--- src/verilog/apd_params.svh ---
// Register offsets, reset values, field positions and codes for the
// phase and position detector. Included by every detector module file.
`ifndef APD_PARAMS_SVH
`define APD_PARAMS_SVH
`define APD_A_SRC    16'h1BE0
`define APD_A_PHEN   16'h1BE1
`define APD_A_SCAN   16'h1BE2
`define APD_A_PHST   16'h1BE3
`define APD_A_SUM2   16'h1BE4
`define APD_A_SUM1   16'h1BE5
`define APD_A_SUM0   16'h1BE6
`define APD_A_POEN   16'h1BE7
`define APD_A_THR    16'h1BE8
`define APD_A_LOCK   16'h1BE9
`define APD_A_TOP    16'h1BEA
`define APD_A_BOT    16'h1BEC
`define APD_A_LEFT   16'h1BEE
`define APD_A_RIGHT  16'h1BF0
`define APD_RST_SRC  8'h20
`define APD_RST_ZERO 8'h00
`define APD_EN_BIT   7
`define APD_BYP_BIT  5
`define APD_RDY_BIT  7
`define APD_LLK_BIT  7
`define APD_RLK_BIT  6
`define APD_SRC_VID  2'h0
`define APD_SRC_OSD  2'h1
`define APD_SRC_RX   2'h2
`endif

--- src/verilog/apd_pkg.sv ---
// Types shared by the phase and position detector.
// Assumes apd_params.svh supplies all numeric constants.
package apd_pkg;
  typedef enum logic [1:0] {PH_IDLE, PH_WAIT, PH_ACC, PH_DONE} apd_ph_state_type;
endpackage

--- src/verilog/apd_top.sv ---
// Phase and position detector top: byte register port, source mux,
// phase quality search and the position detector instance.
// Assumes video inputs and register strobes are synchronous to clk.
`timescale 1ns/1ps
`include "apd_params.svh"
// Notes on behaviour
// - Source select 00 video, 01 overlay, 10 serial receiver feeds both detectors.
// - Bypass 0 feeds converter output, 1 feeds converter input.
// - Phase detector runs only while its enable is 1.
// - Seven-bit phase total sets how many phases the search covers.
// - Six-bit phase under test; any change starts a new scan.
// - Ready bit high only while the difference sum is valid.
// - Best phase reported after all phases were scanned.
// - 24-bit difference sum for the phase under test.
// - Position detector runs only while its enable is 1.
// - Pixel active only when channel sum exceeds ten-bit threshold.
// - Left edge lock flag high when left edge locked.
// - Right edge lock flag high when right edge locked.
// - Top blank line count, vertical blanking excluded.
// - Bottom blank line count, vertical blanking excluded.
// - Left blank pixel count, horizontal blanking excluded.
// - Right blank pixel count, horizontal blanking excluded.
module apd_top
  import apd_pkg::*;
#(
  parameter int CW = 8
) (
  input  wire logic          clk,
  input  wire logic          rstn,
  input  wire logic [15:0]   reg_addr,
  input  wire logic [7:0]    reg_wdata,
  input  wire logic          reg_wr,
  input  wire logic          reg_rd,
  output logic [7:0]         reg_rdata,
  input  wire logic [3*CW-1:0] vid_pix_in,
  input  wire logic [3*CW-1:0] vid_pix_out,
  input  wire logic          vid_de,
  input  wire logic          vid_vs,
  input  wire logic [3*CW-1:0] osd_pix_in,
  input  wire logic [3*CW-1:0] osd_pix_out,
  input  wire logic          osd_de,
  input  wire logic          osd_vs,
  input  wire logic [3*CW-1:0] rx_pix_in,
  input  wire logic [3*CW-1:0] rx_pix_out,
  input  wire logic          rx_de,
  input  wire logic          rx_vs
);
  // Reset release synchroniser
  logic rst_s1_ff, rst_n_ff;
  always_ff @(posedge clk or negedge rstn) begin
    if (!rstn) begin
      rst_s1_ff <= 1'b0;
      rst_n_ff  <= 1'b0;
    end else begin
      rst_s1_ff <= 1'b1;
      rst_n_ff  <= rst_s1_ff;
    end
  end

  // Configuration and readback state
  logic [1:0]  detector_source_sel_ff, nxt_src;
  logic        detector_converter_bypass_ff, nxt_byp;
  logic        phase_detect_en_ff, nxt_phen;
  logic [6:0]  phase_total_count_ff, nxt_num;
  logic [5:0]  phase_under_test_ff, nxt_scan;
  logic        position_detect_en_ff, nxt_poen;
  logic [9:0]  active_pixel_threshold_ff, nxt_thr;
  logic [7:0]  rdata_ff, nxt_rdata;
  // Phase search state
  apd_ph_state_type ph_state_ff, nxt_ph_state;
  logic [23:0] acc_ff, nxt_acc, phase_diff_total_ff, nxt_sum, max_ff, nxt_max;
  logic        phase_result_valid_ff, nxt_rdy;
  logic [5:0]  best_phase_ff, nxt_best, cand_ff, nxt_cand, seen_ff, nxt_seen;
  logic [6:0]  done_ff, nxt_done;
  logic        en_seen_ff, nxt_en_seen;
  // Selected stream pipeline
  logic [3*CW-1:0] mux_pix;
  logic        mux_de, mux_vs;
  logic [9:0]  sum_ff, nxt_sumpix, prev_ff, nxt_prev;
  logic        de_ff, nxt_de, vs_ff, nxt_vs, vs_d_ff, nxt_vs_d, de_d_ff, nxt_de_d;
  // Position results
  logic [15:0] top_blank_count, bottom_blank_count;
  logic [15:0] left_blank_count, right_blank_count;
  logic        left_edge_locked, right_edge_locked;

  // Sum of the three colour channels of one pixel
  function automatic logic [9:0] chan_sum(input logic [3*CW-1:0] p);
    logic [9:0] s;
    s = 10'h000;
    for (int i = 0; i < 3; i++) begin
      s = s + 10'(p[i*CW +: CW]);
    end
    return s;
  endfunction

  // Source and feed point; unused code 11 yields a quiet stream
  always_comb begin
    mux_pix = '0;
    mux_de  = 1'b0;
    mux_vs  = 1'b0;
    case (detector_source_sel_ff)
      `APD_SRC_VID: begin
        mux_pix = detector_converter_bypass_ff ? vid_pix_in : vid_pix_out;
        mux_de  = vid_de;
        mux_vs  = vid_vs;
      end
      `APD_SRC_OSD: begin
        mux_pix = detector_converter_bypass_ff ? osd_pix_in : osd_pix_out;
        mux_de  = osd_de;
        mux_vs  = osd_vs;
      end
      `APD_SRC_RX: begin
        mux_pix = detector_converter_bypass_ff ? rx_pix_in : rx_pix_out;
        mux_de  = rx_de;
        mux_vs  = rx_vs;
      end
      default: begin
        mux_pix = '0;
        mux_de  = 1'b0;
        mux_vs  = 1'b0;
      end
    endcase
  end

  // One register stage cuts the mux from the detector arithmetic
  always_comb begin
    nxt_sumpix = chan_sum(mux_pix);
    nxt_de     = mux_de;
    nxt_vs     = mux_vs;
    nxt_vs_d   = vs_ff;
    nxt_de_d   = de_ff;
    nxt_prev   = de_ff ? sum_ff : prev_ff;
  end

  always_ff @(posedge clk or negedge rst_n_ff) begin
    if (!rst_n_ff) begin
      sum_ff  <= 10'h000;
      prev_ff <= 10'h000;
      de_ff   <= 1'b0;
      vs_ff   <= 1'b0;
      vs_d_ff <= 1'b0;
      de_d_ff <= 1'b0;
    end else begin
      sum_ff  <= nxt_sumpix;
      prev_ff <= nxt_prev;
      de_ff   <= nxt_de;
      vs_ff   <= nxt_vs;
      vs_d_ff <= nxt_vs_d;
      de_d_ff <= nxt_de_d;
    end
  end

  // Register writes and registered reads, wide fields MSB first
  always_comb begin
    nxt_src   = detector_source_sel_ff;
    nxt_byp   = detector_converter_bypass_ff;
    nxt_phen  = phase_detect_en_ff;
    nxt_num   = phase_total_count_ff;
    nxt_scan  = phase_under_test_ff;
    nxt_poen  = position_detect_en_ff;
    nxt_thr   = active_pixel_threshold_ff;
    nxt_rdata = rdata_ff;
    if (reg_wr) begin
      case (reg_addr)
        `APD_A_SRC: begin
          nxt_src = reg_wdata[1:0];
          nxt_byp = reg_wdata[`APD_BYP_BIT];
        end
        `APD_A_PHEN: begin
          nxt_phen = reg_wdata[`APD_EN_BIT];
          nxt_num  = reg_wdata[6:0];
        end
        `APD_A_SCAN: nxt_scan = reg_wdata[5:0];
        `APD_A_POEN: begin
          nxt_poen = reg_wdata[`APD_EN_BIT];
          nxt_thr  = {reg_wdata[1:0], active_pixel_threshold_ff[7:0]};
        end
        `APD_A_THR:  nxt_thr = {active_pixel_threshold_ff[9:8], reg_wdata};
        default:     nxt_thr = active_pixel_threshold_ff;
      endcase
    end
    if (reg_rd) begin
      case (reg_addr)
        `APD_A_SRC:   nxt_rdata = {2'h0, detector_converter_bypass_ff, 3'h0,
                                   detector_source_sel_ff};
        `APD_A_PHEN:  nxt_rdata = {phase_detect_en_ff, phase_total_count_ff};
        `APD_A_SCAN:  nxt_rdata = {2'h0, phase_under_test_ff};
        `APD_A_PHST:  nxt_rdata = {phase_result_valid_ff, 1'b0, best_phase_ff};
        `APD_A_SUM2:  nxt_rdata = phase_diff_total_ff[23:16];
        `APD_A_SUM1:  nxt_rdata = phase_diff_total_ff[15:8];
        `APD_A_SUM0:  nxt_rdata = phase_diff_total_ff[7:0];
        `APD_A_POEN:  nxt_rdata = {position_detect_en_ff, 5'h00,
                                   active_pixel_threshold_ff[9:8]};
        `APD_A_THR:   nxt_rdata = active_pixel_threshold_ff[7:0];
        `APD_A_LOCK:  nxt_rdata = {left_edge_locked, right_edge_locked, 6'h00};
        `APD_A_TOP:   nxt_rdata = top_blank_count[15:8];
        `APD_A_TOP + 16'h0001:   nxt_rdata = top_blank_count[7:0];
        `APD_A_BOT:   nxt_rdata = bottom_blank_count[15:8];
        `APD_A_BOT + 16'h0001:   nxt_rdata = bottom_blank_count[7:0];
        `APD_A_LEFT:  nxt_rdata = left_blank_count[15:8];
        `APD_A_LEFT + 16'h0001:  nxt_rdata = left_blank_count[7:0];
        `APD_A_RIGHT: nxt_rdata = right_blank_count[15:8];
        `APD_A_RIGHT + 16'h0001: nxt_rdata = right_blank_count[7:0];
        default:      nxt_rdata = `APD_RST_ZERO;
      endcase
    end
  end

  always_ff @(posedge clk or negedge rst_n_ff) begin
    if (!rst_n_ff) begin
      detector_source_sel_ff       <= 2'(`APD_RST_SRC);
      detector_converter_bypass_ff <= 1'(`APD_RST_SRC >> `APD_BYP_BIT);
      phase_detect_en_ff           <= 1'b0;
      phase_total_count_ff         <= 7'h00;
      phase_under_test_ff          <= 6'h00;
      position_detect_en_ff        <= 1'b0;
      active_pixel_threshold_ff    <= 10'h000;
      rdata_ff                     <= `APD_RST_ZERO;
    end else begin
      detector_source_sel_ff       <= nxt_src;
      detector_converter_bypass_ff <= nxt_byp;
      phase_detect_en_ff           <= nxt_phen;
      phase_total_count_ff         <= nxt_num;
      phase_under_test_ff          <= nxt_scan;
      position_detect_en_ff        <= nxt_poen;
      active_pixel_threshold_ff    <= nxt_thr;
      rdata_ff                     <= nxt_rdata;
    end
  end
  assign reg_rdata = rdata_ff;

  // Phase search: one full frame of neighbour differences per phase.
  // A frame counts only if begun after the scan start, so a partial
  // frame never pollutes the sum.
  always_comb begin
    logic [9:0]  diff;
    logic [24:0] wide;
    logic [6:0]  total;
    diff  = 10'h000;
    wide  = 25'h0000000;
    total = (phase_total_count_ff == 7'h00) ? 7'h01 : phase_total_count_ff;
    nxt_ph_state = ph_state_ff;
    nxt_acc   = acc_ff;
    nxt_sum   = phase_diff_total_ff;
    nxt_rdy   = phase_result_valid_ff;
    nxt_best  = best_phase_ff;
    nxt_max   = max_ff;
    nxt_cand  = cand_ff;
    nxt_done  = done_ff;
    nxt_seen  = phase_under_test_ff;
    nxt_en_seen = phase_detect_en_ff;
    if (de_ff && de_d_ff) begin
      diff = (sum_ff > prev_ff) ? (sum_ff - prev_ff) : (prev_ff - sum_ff);
    end
    if (!phase_detect_en_ff) begin
      nxt_ph_state = PH_IDLE;
      nxt_rdy  = 1'b0;
      nxt_done = 7'h00;
    end else if ((phase_under_test_ff != seen_ff) || !en_seen_ff) begin
      nxt_ph_state = PH_WAIT;
      nxt_rdy = 1'b0;
      nxt_acc = 24'h000000;
    end else begin
      case (ph_state_ff)
        PH_IDLE: nxt_ph_state = PH_WAIT;
        PH_WAIT: begin
          if (vs_ff && !vs_d_ff) begin
            nxt_ph_state = PH_ACC;
            nxt_acc = 24'h000000;
          end
        end
        PH_ACC: begin
          // Saturate rather than wrap on very busy frames
          wide = {1'b0, acc_ff} + {15'h0000, diff};
          nxt_acc = wide[24] ? 24'hFFFFFF : wide[23:0];
          if (vs_ff && !vs_d_ff) begin
            nxt_ph_state = PH_DONE;
            nxt_sum = acc_ff;
            nxt_rdy = 1'b1;
            if ((done_ff == 7'h00) || (acc_ff > max_ff)) begin
              nxt_max  = acc_ff;
              nxt_cand = phase_under_test_ff;
            end
            if ((done_ff + 7'h01) >= total) begin
              nxt_best = ((done_ff == 7'h00) || (acc_ff > max_ff)) ?
                         phase_under_test_ff : cand_ff;
              nxt_done = 7'h00;
            end else begin
              nxt_done = done_ff + 7'h01;
            end
          end
        end
        PH_DONE: nxt_ph_state = PH_DONE;
        default: nxt_ph_state = PH_IDLE;
      endcase
    end
  end

  always_ff @(posedge clk or negedge rst_n_ff) begin
    if (!rst_n_ff) begin
      ph_state_ff           <= PH_IDLE;
      acc_ff                <= 24'h000000;
      phase_diff_total_ff   <= 24'h000000;
      phase_result_valid_ff <= 1'b0;
      best_phase_ff         <= 6'h00;
      max_ff                <= 24'h000000;
      cand_ff               <= 6'h00;
      done_ff               <= 7'h00;
      seen_ff               <= 6'h00;
      en_seen_ff            <= 1'b0;
    end else begin
      ph_state_ff           <= nxt_ph_state;
      acc_ff                <= nxt_acc;
      phase_diff_total_ff   <= nxt_sum;
      phase_result_valid_ff <= nxt_rdy;
      best_phase_ff         <= nxt_best;
      max_ff                <= nxt_max;
      cand_ff               <= nxt_cand;
      done_ff               <= nxt_done;
      seen_ff               <= nxt_seen;
      en_seen_ff            <= nxt_en_seen;
    end
  end

  // Position detector on the same selected stream
  apd_edge_scan u_edge_scan (
    .clk                (clk),
    .rst_n              (rst_n_ff),
    .en                 (position_detect_en_ff),
    .thr                (active_pixel_threshold_ff),
    .pix_sum            (sum_ff),
    .de                 (de_ff),
    .vs                 (vs_ff),
    .top_blank_count    (top_blank_count),
    .bottom_blank_count (bottom_blank_count),
    .left_blank_count   (left_blank_count),
    .right_blank_count  (right_blank_count),
    .left_edge_locked   (left_edge_locked),
    .right_edge_locked  (right_edge_locked)
  );
endmodule

--- src/verilog/apd_edge_scan.sv ---
// Active-video position detector: blank offsets and edge lock flags.
// Assumes a registered pixel sum, data enable and vertical sync.
`timescale 1ns/1ps
`include "apd_params.svh"
module apd_edge_scan
  import apd_pkg::*;
(
  input  wire logic        clk,
  input  wire logic        rst_n,
  input  wire logic        en,
  input  wire logic [9:0]  thr,
  input  wire logic [9:0]  pix_sum,
  input  wire logic        de,
  input  wire logic        vs,
  output logic [15:0]      top_blank_count,
  output logic [15:0]      bottom_blank_count,
  output logic [15:0]      left_blank_count,
  output logic [15:0]      right_blank_count,
  output logic             left_edge_locked,
  output logic             right_edge_locked
);
  logic        de_d_ff, vs_d_ff, nxt_de_d, nxt_vs_d;
  logic [15:0] px_ff, ln_ff, len_ff, nxt_px, nxt_ln, nxt_len;
  logic [15:0] first_ff, last_ff, nxt_first, nxt_last;
  logic        lact_ff, fact_ff, nxt_lact, nxt_fact;
  logic [15:0] minf_ff, maxl_ff, tl_ff, bl_ff, nxt_minf, nxt_maxl, nxt_tl, nxt_bl;
  logic [15:0] top_ff, bot_ff, lft_ff, rgt_ff, nxt_top, nxt_bot, nxt_lft, nxt_rgt;
  logic        llk_ff, rlk_ff, nxt_llk, nxt_rlk;
  logic        act;

  // Pixel counts as active only above the threshold
  assign act = (pix_sum > thr);

  // Line and frame scan; results publish on each frame start that follows an active line
  always_comb begin
    nxt_de_d = de;
    nxt_vs_d = vs;
    nxt_px = px_ff;     nxt_ln = ln_ff;     nxt_len = len_ff;
    nxt_first = first_ff; nxt_last = last_ff;
    nxt_lact = lact_ff; nxt_fact = fact_ff;
    nxt_minf = minf_ff; nxt_maxl = maxl_ff; nxt_tl = tl_ff; nxt_bl = bl_ff;
    nxt_top = top_ff; nxt_bot = bot_ff; nxt_lft = lft_ff; nxt_rgt = rgt_ff;
    nxt_llk = llk_ff; nxt_rlk = rlk_ff;
    if (!en) begin
      nxt_px = 16'h0000; nxt_ln = 16'h0000; nxt_lact = 1'b0; nxt_fact = 1'b0;
      nxt_llk = 1'b0;    nxt_rlk = 1'b0;
    end else if (de_d_ff && !de) begin
      // End of line first; a frame start here waits a cycle for the fold
      nxt_vs_d = vs_d_ff;
      nxt_len = px_ff;
      nxt_ln = ln_ff + 16'h0001;
      nxt_px = 16'h0000;
      nxt_lact = 1'b0;
      if (lact_ff) begin
        nxt_bl = ln_ff;
        if (!fact_ff) begin
          nxt_tl = ln_ff;
          nxt_minf = first_ff;
          nxt_maxl = last_ff;
        end else begin
          if (first_ff < minf_ff) nxt_minf = first_ff;
          if (last_ff > maxl_ff) nxt_maxl = last_ff;
        end
        nxt_fact = 1'b1;
      end
    end else if (vs && !vs_d_ff) begin
      // Frame start; only blanking lines outside de are excluded
      if (fact_ff) begin
        nxt_top = tl_ff;
        nxt_bot = ln_ff - 16'h0001 - bl_ff;
        nxt_lft = minf_ff;
        nxt_rgt = len_ff - 16'h0001 - maxl_ff;
        nxt_llk = (minf_ff == lft_ff);
        nxt_rlk = ((len_ff - 16'h0001 - maxl_ff) == rgt_ff);
      end else begin
        nxt_llk = 1'b0;
        nxt_rlk = 1'b0;
      end
      nxt_ln = 16'h0000; nxt_fact = 1'b0; nxt_px = 16'h0000; nxt_lact = 1'b0;
    end else if (de) begin
      // Pixels outside de never enter the counts
      nxt_px = px_ff + 16'h0001;
      if (act) begin
        if (!lact_ff) nxt_first = px_ff;
        nxt_last = px_ff;
        nxt_lact = 1'b1;
      end
    end
  end

  always_ff @(posedge clk or negedge rst_n) begin
    if (!rst_n) begin
      de_d_ff <= 1'b0;    vs_d_ff <= 1'b0;
      px_ff <= 16'h0000;  ln_ff <= 16'h0000;  len_ff <= 16'h0000;
      first_ff <= 16'h0000; last_ff <= 16'h0000;
      lact_ff <= 1'b0;    fact_ff <= 1'b0;
      minf_ff <= 16'h0000; maxl_ff <= 16'h0000; tl_ff <= 16'h0000; bl_ff <= 16'h0000;
      top_ff <= 16'h0000; bot_ff <= 16'h0000; lft_ff <= 16'h0000; rgt_ff <= 16'h0000;
      llk_ff <= 1'b0;     rlk_ff <= 1'b0;
    end else begin
      de_d_ff <= nxt_de_d; vs_d_ff <= nxt_vs_d;
      px_ff <= nxt_px;    ln_ff <= nxt_ln;    len_ff <= nxt_len;
      first_ff <= nxt_first; last_ff <= nxt_last;
      lact_ff <= nxt_lact; fact_ff <= nxt_fact;
      minf_ff <= nxt_minf; maxl_ff <= nxt_maxl; tl_ff <= nxt_tl; bl_ff <= nxt_bl;
      top_ff <= nxt_top;  bot_ff <= nxt_bot;  lft_ff <= nxt_lft;  rgt_ff <= nxt_rgt;
      llk_ff <= nxt_llk;  rlk_ff <= nxt_rlk;
    end
  end

  assign top_blank_count    = top_ff;
  assign bottom_blank_count = bot_ff;
  assign left_blank_count   = lft_ff;
  assign right_blank_count  = rgt_ff;
  assign left_edge_locked   = llk_ff;
  assign right_edge_locked  = rlk_ff;
endmodule

--- config.mk ---
export PLATFORM = sky130hd
export DESIGN_NAME = apd_top
export DESIGN_NICKNAME = d
export VERILOG_FILES = /design/src/verilog/apd_pkg.sv /design/src/verilog/apd_top.sv /design/src/verilog/apd_edge_scan.sv
export VERILOG_INCLUDE_DIRS = /design/src /design/src/verilog
export SDC_FILE = /design/constraint.sdc
export NUM_CORES = 1
export LEC_CHECK = 0
export BUFFER_PORTS_ARGS = -buffer_cell sky130_fd_sc_hd__buf_2
export CAP_MARGIN = 20
export CORE_MARGIN = 2
export CORE_UTILIZATION = 50
export CTS_BUF_LIST = sky130_fd_sc_hd__clkbuf_8 sky130_fd_sc_hd__clkbuf_16
export DETAILED_ROUTE_END_ITERATION = 8
export PLACE_DENSITY = 0.71
export SLEW_MARGIN = 10
export SYNTH_ARGS = -nofsm -noshare
export SYNTH_HDL_FRONTEND = slang
export SYNTH_SLANG_ARGS = --single-unit
--- constraint.sdc ---
create_clock -name clk -period 13.3 [get_ports clk]
set_input_delay 2.66 -clock clk [delete_from_list [all_inputs] [get_ports clk]]
set_output_delay 2.66 -clock clk [all_outputs]
set_load 0.05 [all_outputs]
== After elaboration in Yosys (flattened, before gate mapping) ==
Index checks and enable logic that the tools add are counted.

* Bits in registers: 376
* Input port bits: 178
* Output and inout port bits: 8
* Word-level logic and storage cells: 211

* Add/subtract/negate cells: 12
* Order comparisons: 6
* Eq/ne operators: 42
* Mux-type cells: 60
* Bitwise logic cells: 7
* Reduce and logical (&&, ||, !) cells: 39

{| class="wikitable"
|+ Operators with widths
! cell !! count
|-
| equality test 16 x 13 -> 1 bit (second input constant) || 18
|-
| 2-to-1 mux 16 bit || 11
|-
| 2-to-1 mux 24 bit || 6
|-
| one-hot mux 8 bit (18 select lines) || 1
|-
| one-hot mux 24 bit (3 select lines) || 1
|-
| one-hot mux 24 bit (2 select lines) || 1
|-
| 2-to-1 mux 7 bit || 6
|-
| adder 16 x 1 -> 16 bit (second input constant) || 2
|-
| equality test 16 bit || 2
|-
| subtractor 16 x 1 -> 16 bit (second input constant) || 2
|-
| subtractor 16 bit || 2
|-
| adder 24 x 10 -> 25 bit || 1
|-
| > comparator 24 bit || 1
|-
| 2-to-1 mux 1 bit || 23
|-
| > comparator 10 bit || 2
|-
| 2-to-1 mux 10 bit || 2
|-
| one-hot mux 10 bit (2 select lines) || 1
|-
| AND reduction 2 bit || 10
|-
| AND reduction 4 bit || 5
|-
| subtractor 10 bit || 2
|-
| > comparator 16 bit || 1
|-
| < comparator 16 bit || 1
|-
| AND reduction 3 bit || 5
|-
| AND reduction 5 bit || 3
|-
| 26 further kinds || 57
|}

== Depth between registers and ports, before layout ==
* Depth after elaboration: 8
* Mapped depth: 24
* Mapped depth without buffers: 23

== By module ==
Synthesis repeated with hierarchy kept, for this count alone.

* Cell total of the unflattened synthesis: 2324
* Area total of the unflattened synthesis: 22540.4 µm²

{| class="wikitable"
|+ Modules (own cells, without submodules)
! module !! instances !! cells an instance !! area an instance (µm²) !! seq. area each (µm²)
|-
| apd_edge_scan || 1 || 1126 || 11342.1 || 5355.1
|-
| apd_top || 1 || 1198 || 11198.2 || 4080.2
|}

== Least setup slack after synthesis ==
No wires, ideal clock.

* Kind: input port to flip-flop
* Start: input port osd_pix_out[9]
* End: register sum_ff[9]
* Library setup time: 0.073 ns
* Arrival time: 4.926 ns
* Data required time: 13.227 ns
* Slack: 8.302 ns
* Cell stages on the path: 15
* Buffers on the path: 0
* Path through: mux2i_1 o21ai_0 o21ai_0 fa_1 inv_1 ha_1 inv_1 fa_1 inv_1 a21oi_1 o21ai_0 a21oi_1 o21bai_1 a21oi_1 nor2b_1

* Word-level cells in the longest chain between the ends: 4

{| class="wikitable"
|+ RTL lines
! what !! line !! RTL
|-
| start, declared || apd_top.sv:40 || <nowiki>input wire logic [3*CW-1:0] osd_pix_out,</nowiki>
|-
| 2-to-1 mux 24 bit || apd_top.sv:108 || <nowiki>mux_pix = detector_converter_bypass_ff ? osd_pix_in : osd_pix_out;</nowiki>
|-
| one-hot mux 24 bit (3 select lines) || apd_top.sv:101 || <nowiki>case (detector_source_sel_ff)</nowiki>
|-
| adder 8 x 8 -> 9 bit || apd_top.sv:91 || <nowiki>s = s + 10'(p[i*CW +: CW]);</nowiki>
|-
| adder 9 x 8 -> 10 bit || apd_top.sv:91 ||
|-
| named net nxt_sumpix[9] || apd_top.sv:79 || <nowiki>logic [9:0] sum_ff, nxt_sumpix, prev_ff, nxt_prev;</nowiki>
|-
| end signal, assigned || apd_top.sv:144 || <nowiki>sum_ff <= nxt_sumpix;</nowiki>
|-
| end, declared || apd_top.sv:79 ||
|}

The timed path passes the listed nets, and every way through them passes these cells.
A chain may end at the register's enable or synchronous reset.

== Final worst setup path ==
* Start: register sum_ff[0]
* End: register acc_ff[4]

* Word-level cells in the longest chain between the ends: 7
* Elaborated cells on any way between the ends: 9
* Those cells by class: add/sub: 3; order compare: 1; mux: 5

{| class="wikitable"
|+ RTL lines
! what !! line !! RTL
|-
| subtractor 10 bit / > comparator 10 bit (equally long branches) || apd_top.sv:253 || <nowiki>diff = (sum_ff > prev_ff) ? (sum_ff - prev_ff) : (prev_ff - sum_ff);</nowiki>
|-
| 2-to-1 mux 10 bit (*) || apd_top.sv:253 ||
|-
| 2-to-1 mux 10 bit (*) || apd_top.sv:252 || <nowiki>if (de_ff && de_d_ff) begin</nowiki>
|-
| adder 24 x 10 -> 25 bit (*) || apd_top.sv:274 || <nowiki>wide = {1'b0, acc_ff} + {15'h0000, diff};</nowiki>
|-
| 2-to-1 mux 24 bit (*) || apd_top.sv:275 || <nowiki>nxt_acc = wide[24] ? 24'hFFFFFF : wide[23:0];</nowiki>
|-
| one-hot mux 24 bit (2 select lines) (*) || apd_top.sv:264 || <nowiki>case (ph_state_ff)</nowiki>
|-
| 2-to-1 mux 24 bit (*) || apd_top.sv:259 || <nowiki>end else if ((phase_under_test_ff != seen_ff) || !en_seen_ff) begin</nowiki>
|-
| end signal, assigned || apd_top.sv:313 || <nowiki>acc_ff <= nxt_acc;</nowiki>
|-
| end, declared || apd_top.sv:71 || <nowiki>logic [23:0] acc_ff, nxt_acc, phase_diff_total_ff, nxt_sum, max_ff, nxt_max;</nowiki>
|}

Every way passes the cells marked *; elsewhere a longest branch is shown, timed or not.

==> reports/metrics.csv <==
metric;value;unit
status;finished, final reports clean;
critPathArrivalTime;6.14;ns
tightestPinTransition;1.08;ns
clk_latency;0.56;ns
ant_nets;0;
cts_sinks;376;
setup_viol;0;
synthesis.nets;2655;
core.rowCount;77;
die_x;215;um
final.setup.tns;0;ns
async_reset_ff_share;100;%
antenna_found_initial;2;
cts_tree;yes;
grt_use_total;25.5;%
vias;17746;
fin_ws;7.65;ns
syn-cell-area;0.0222;mm2
drt-total-wl;58400;um
fin_nets;2805;
h-tree-depth;2;
post_drt_wl_per_cell;18.8;um
die_area;0.0462;mm2
io_buffers;185;
yosysSeqAreaShare;42.3;%
layout_common_cells;dfrtp_1, nand2_1, o21ai_0;
finalInstanceArea;0.0252;mm2
synthTopCellsByArea;dfrtp_1, ha_1, mux2_2;
floorplan.initialDensity;50.5;%
ys_types;85;
timing_max_transition_violations_final;0;
grt_overflow;0;
cts_setup_buffers;0;
dp_hpwl;43400;um
cp.required;13.79;ns
power_density;112;mW/mm2
cts_buffers;43;
num_io_pins;186;
postSynthAreaPerCell;9.58;um2
start_kind;flop;
postPlaceCellArea;0.0237;mm2
path_class;reg -> reg;
clockBufferDepth;3;
grt_pass1_wl;94800;um
post_route_cells_drive_above_1_share;18.1;%
crit_fanout;18;
rsz0062_at_grt;no;
ys.flop_type;dfrtp_1;
reg2reg_depth;20;
finalCritPeriodShare;42.5;%
p_leak;12.1;nW
layout_min_cycle_time;5.65;ns
syn2layout_area_growth;13.3;%
die_h;215;um
endpoint_kind;flop;
largest_registers;acc_ff: 24 flops, max_ff: 24 flops, phase_diff_total_ff: 24 flops;
gp_congestion;0.932;
min_path_type;reg -> async;
fmax;0.177;GHz
synth_edf_count;0;
irDropWorstVdd;82.7;uV
synth_seq_cells;376;
finClkSkew;0.0128;ns
grt_max_degree;183;
yosys_warnings;0;
drc;0;
cts-resized-gates;0;
synth_top_area_cell;dfrtp_1;
postSynthCellCount;2321;
synth_top_cell_area_share;42.2;%
drt_first_iter_violations;1480;
holdBufCountCts;0;
first_pass_iters;7;
hold_violations;0;
grt_pass1_vias;17793;
preCtsSetupSlack;7.67;ns
slew_headroom;27.8;%
drv_cap;0;
viasPerCell;5.73;
clkSlewWorstSetupHoldPaths;0.06;ns
layout.cells.most_common;dfrtp_1;
root_buffer;clkbuf_16;
core_area;0.0440;mm2
power;2.83;mW
==> final cells by class <==
cell class,instances,area [um2]
fill,3808,18800
inverter,161,604
clock buffer,54,1230
clock inverter,23,245
multi-input combinational,1682,11900
timing repair buffer,207,1120
tap,592,741
sequential,376,9420
antenna,1,2.50
==> metrics by stage <==
| step | hold slack, ns | cells | utilization (%) |
|---|---|---|---|
| 6_report | 0.348 | 3096 | 57.3 |
| 3_5_place_dp | 0.336 | 3017 | 53.9 |
| 3_3_place_gp | 0.332 | 3017 | 53.9 |
| 5_1_grt | 0.355 | 3096 | 57.3 |
| 2_1_floorplan | 0.331 | 2321 | - |
| 4_1_cts | 0.349 | 3094 | 57.2 |
==> Yosys cell counts, types with 17 or more instances <==
cell / n
o21ai_1: 17
clkbuf_1: 81
nand2_1: 349
nor2b_1: 20
inv_1: 161
xnor2_1: 54
nand3_1: 41
ha_1: 142
a21oi_1: 92
mux2i_1: 75
xor2_1: 51
nor3_1: 20
o21ai_0: 226
a22o_1: 17
o211ai_1: 28
nand4_1: 25
a21o_1: 24
and3_1: 18
mux2_2: 141
nor2_1: 113
dfrtp_1: 375
==> routing by layer <==
layer	part of all wire, %	vias to the layer above	track usage (%)
li1	-	8412	-
met1	45	8683	35.1
met2	46	543	41.0
met3	5.9	108	4.37
met4	2.9	0	8.56
met5	0	-	0
==> cell families (layout without fill, tap and decap cells) <==
kind of cell               count (synthesis)  after routing  share of synthesized area (%)
xor gates and xnor gates                 106            106                           4.24
other                                      1              2                         0.0169
AOI/OAI and AO/OA                        529            529                           14.5
DFF                                      376            376                           42.3
buffers and inverters                    263            445                           4.51
adders and majority gates                156            156                           9.25
and+or+nand+nor                          653            653                           13.1
muxes                                    237            237                           12.0
==> final timing paths <==
| path | slack, ns | endpoint | start |
|---|---|---|---|
| max | 7.65 | acc_ff[4] | sum_ff[0] |
| min | 0.35 | prev_ff[8] | rst_n_ff |
| max reg2reg | 7.65 | acc_ff[4] | sum_ff[0] |
| min reg2reg | 0.35 | prev_ff[8] | rst_n_ff |
| max in group asynchronous | 10.62 | detector_source_sel_ff[0] | rst_n_ff |
| min in group clk | 0.35 | rst_n_ff | rst_s1_ff |
==> critical path, cell delays in order, from the launching register on <==
cell	delay, ns
dfrtp_1	0.37
inv_1	0.07
ha_1	0.19
inv_1	0.08
fa_1	0.19
a21o_1	0.11
a21oi_1	0.09
o21a_1	0.21
o31ai_2	0.62
mux2_4	0.36
a311o_1	0.30
a31oi_1	0.25
o21ai_1	0.12
mux2_4	0.33
ha_1	0.35
and2_1	0.14
a311oi_1	0.17
or2_2	0.37
nor3_2	0.88
o21ai_0	0.26
nand2_1	0.13
==> power by group <==
| part | leakage (nW) | switching, mW | internal [mW] |
|---|---|---|---|
| Clock | 0.758 | 0.479 | 0.748 |
| Sequential | 5.04 | 0.0255 | 1.16 |
| Combinational | 6.34 | 0.231 | 0.182 |
| Total | 12.1 | 0.736 | 2.09 |
No activity file was read; power rests on OpenSTA's default activity.
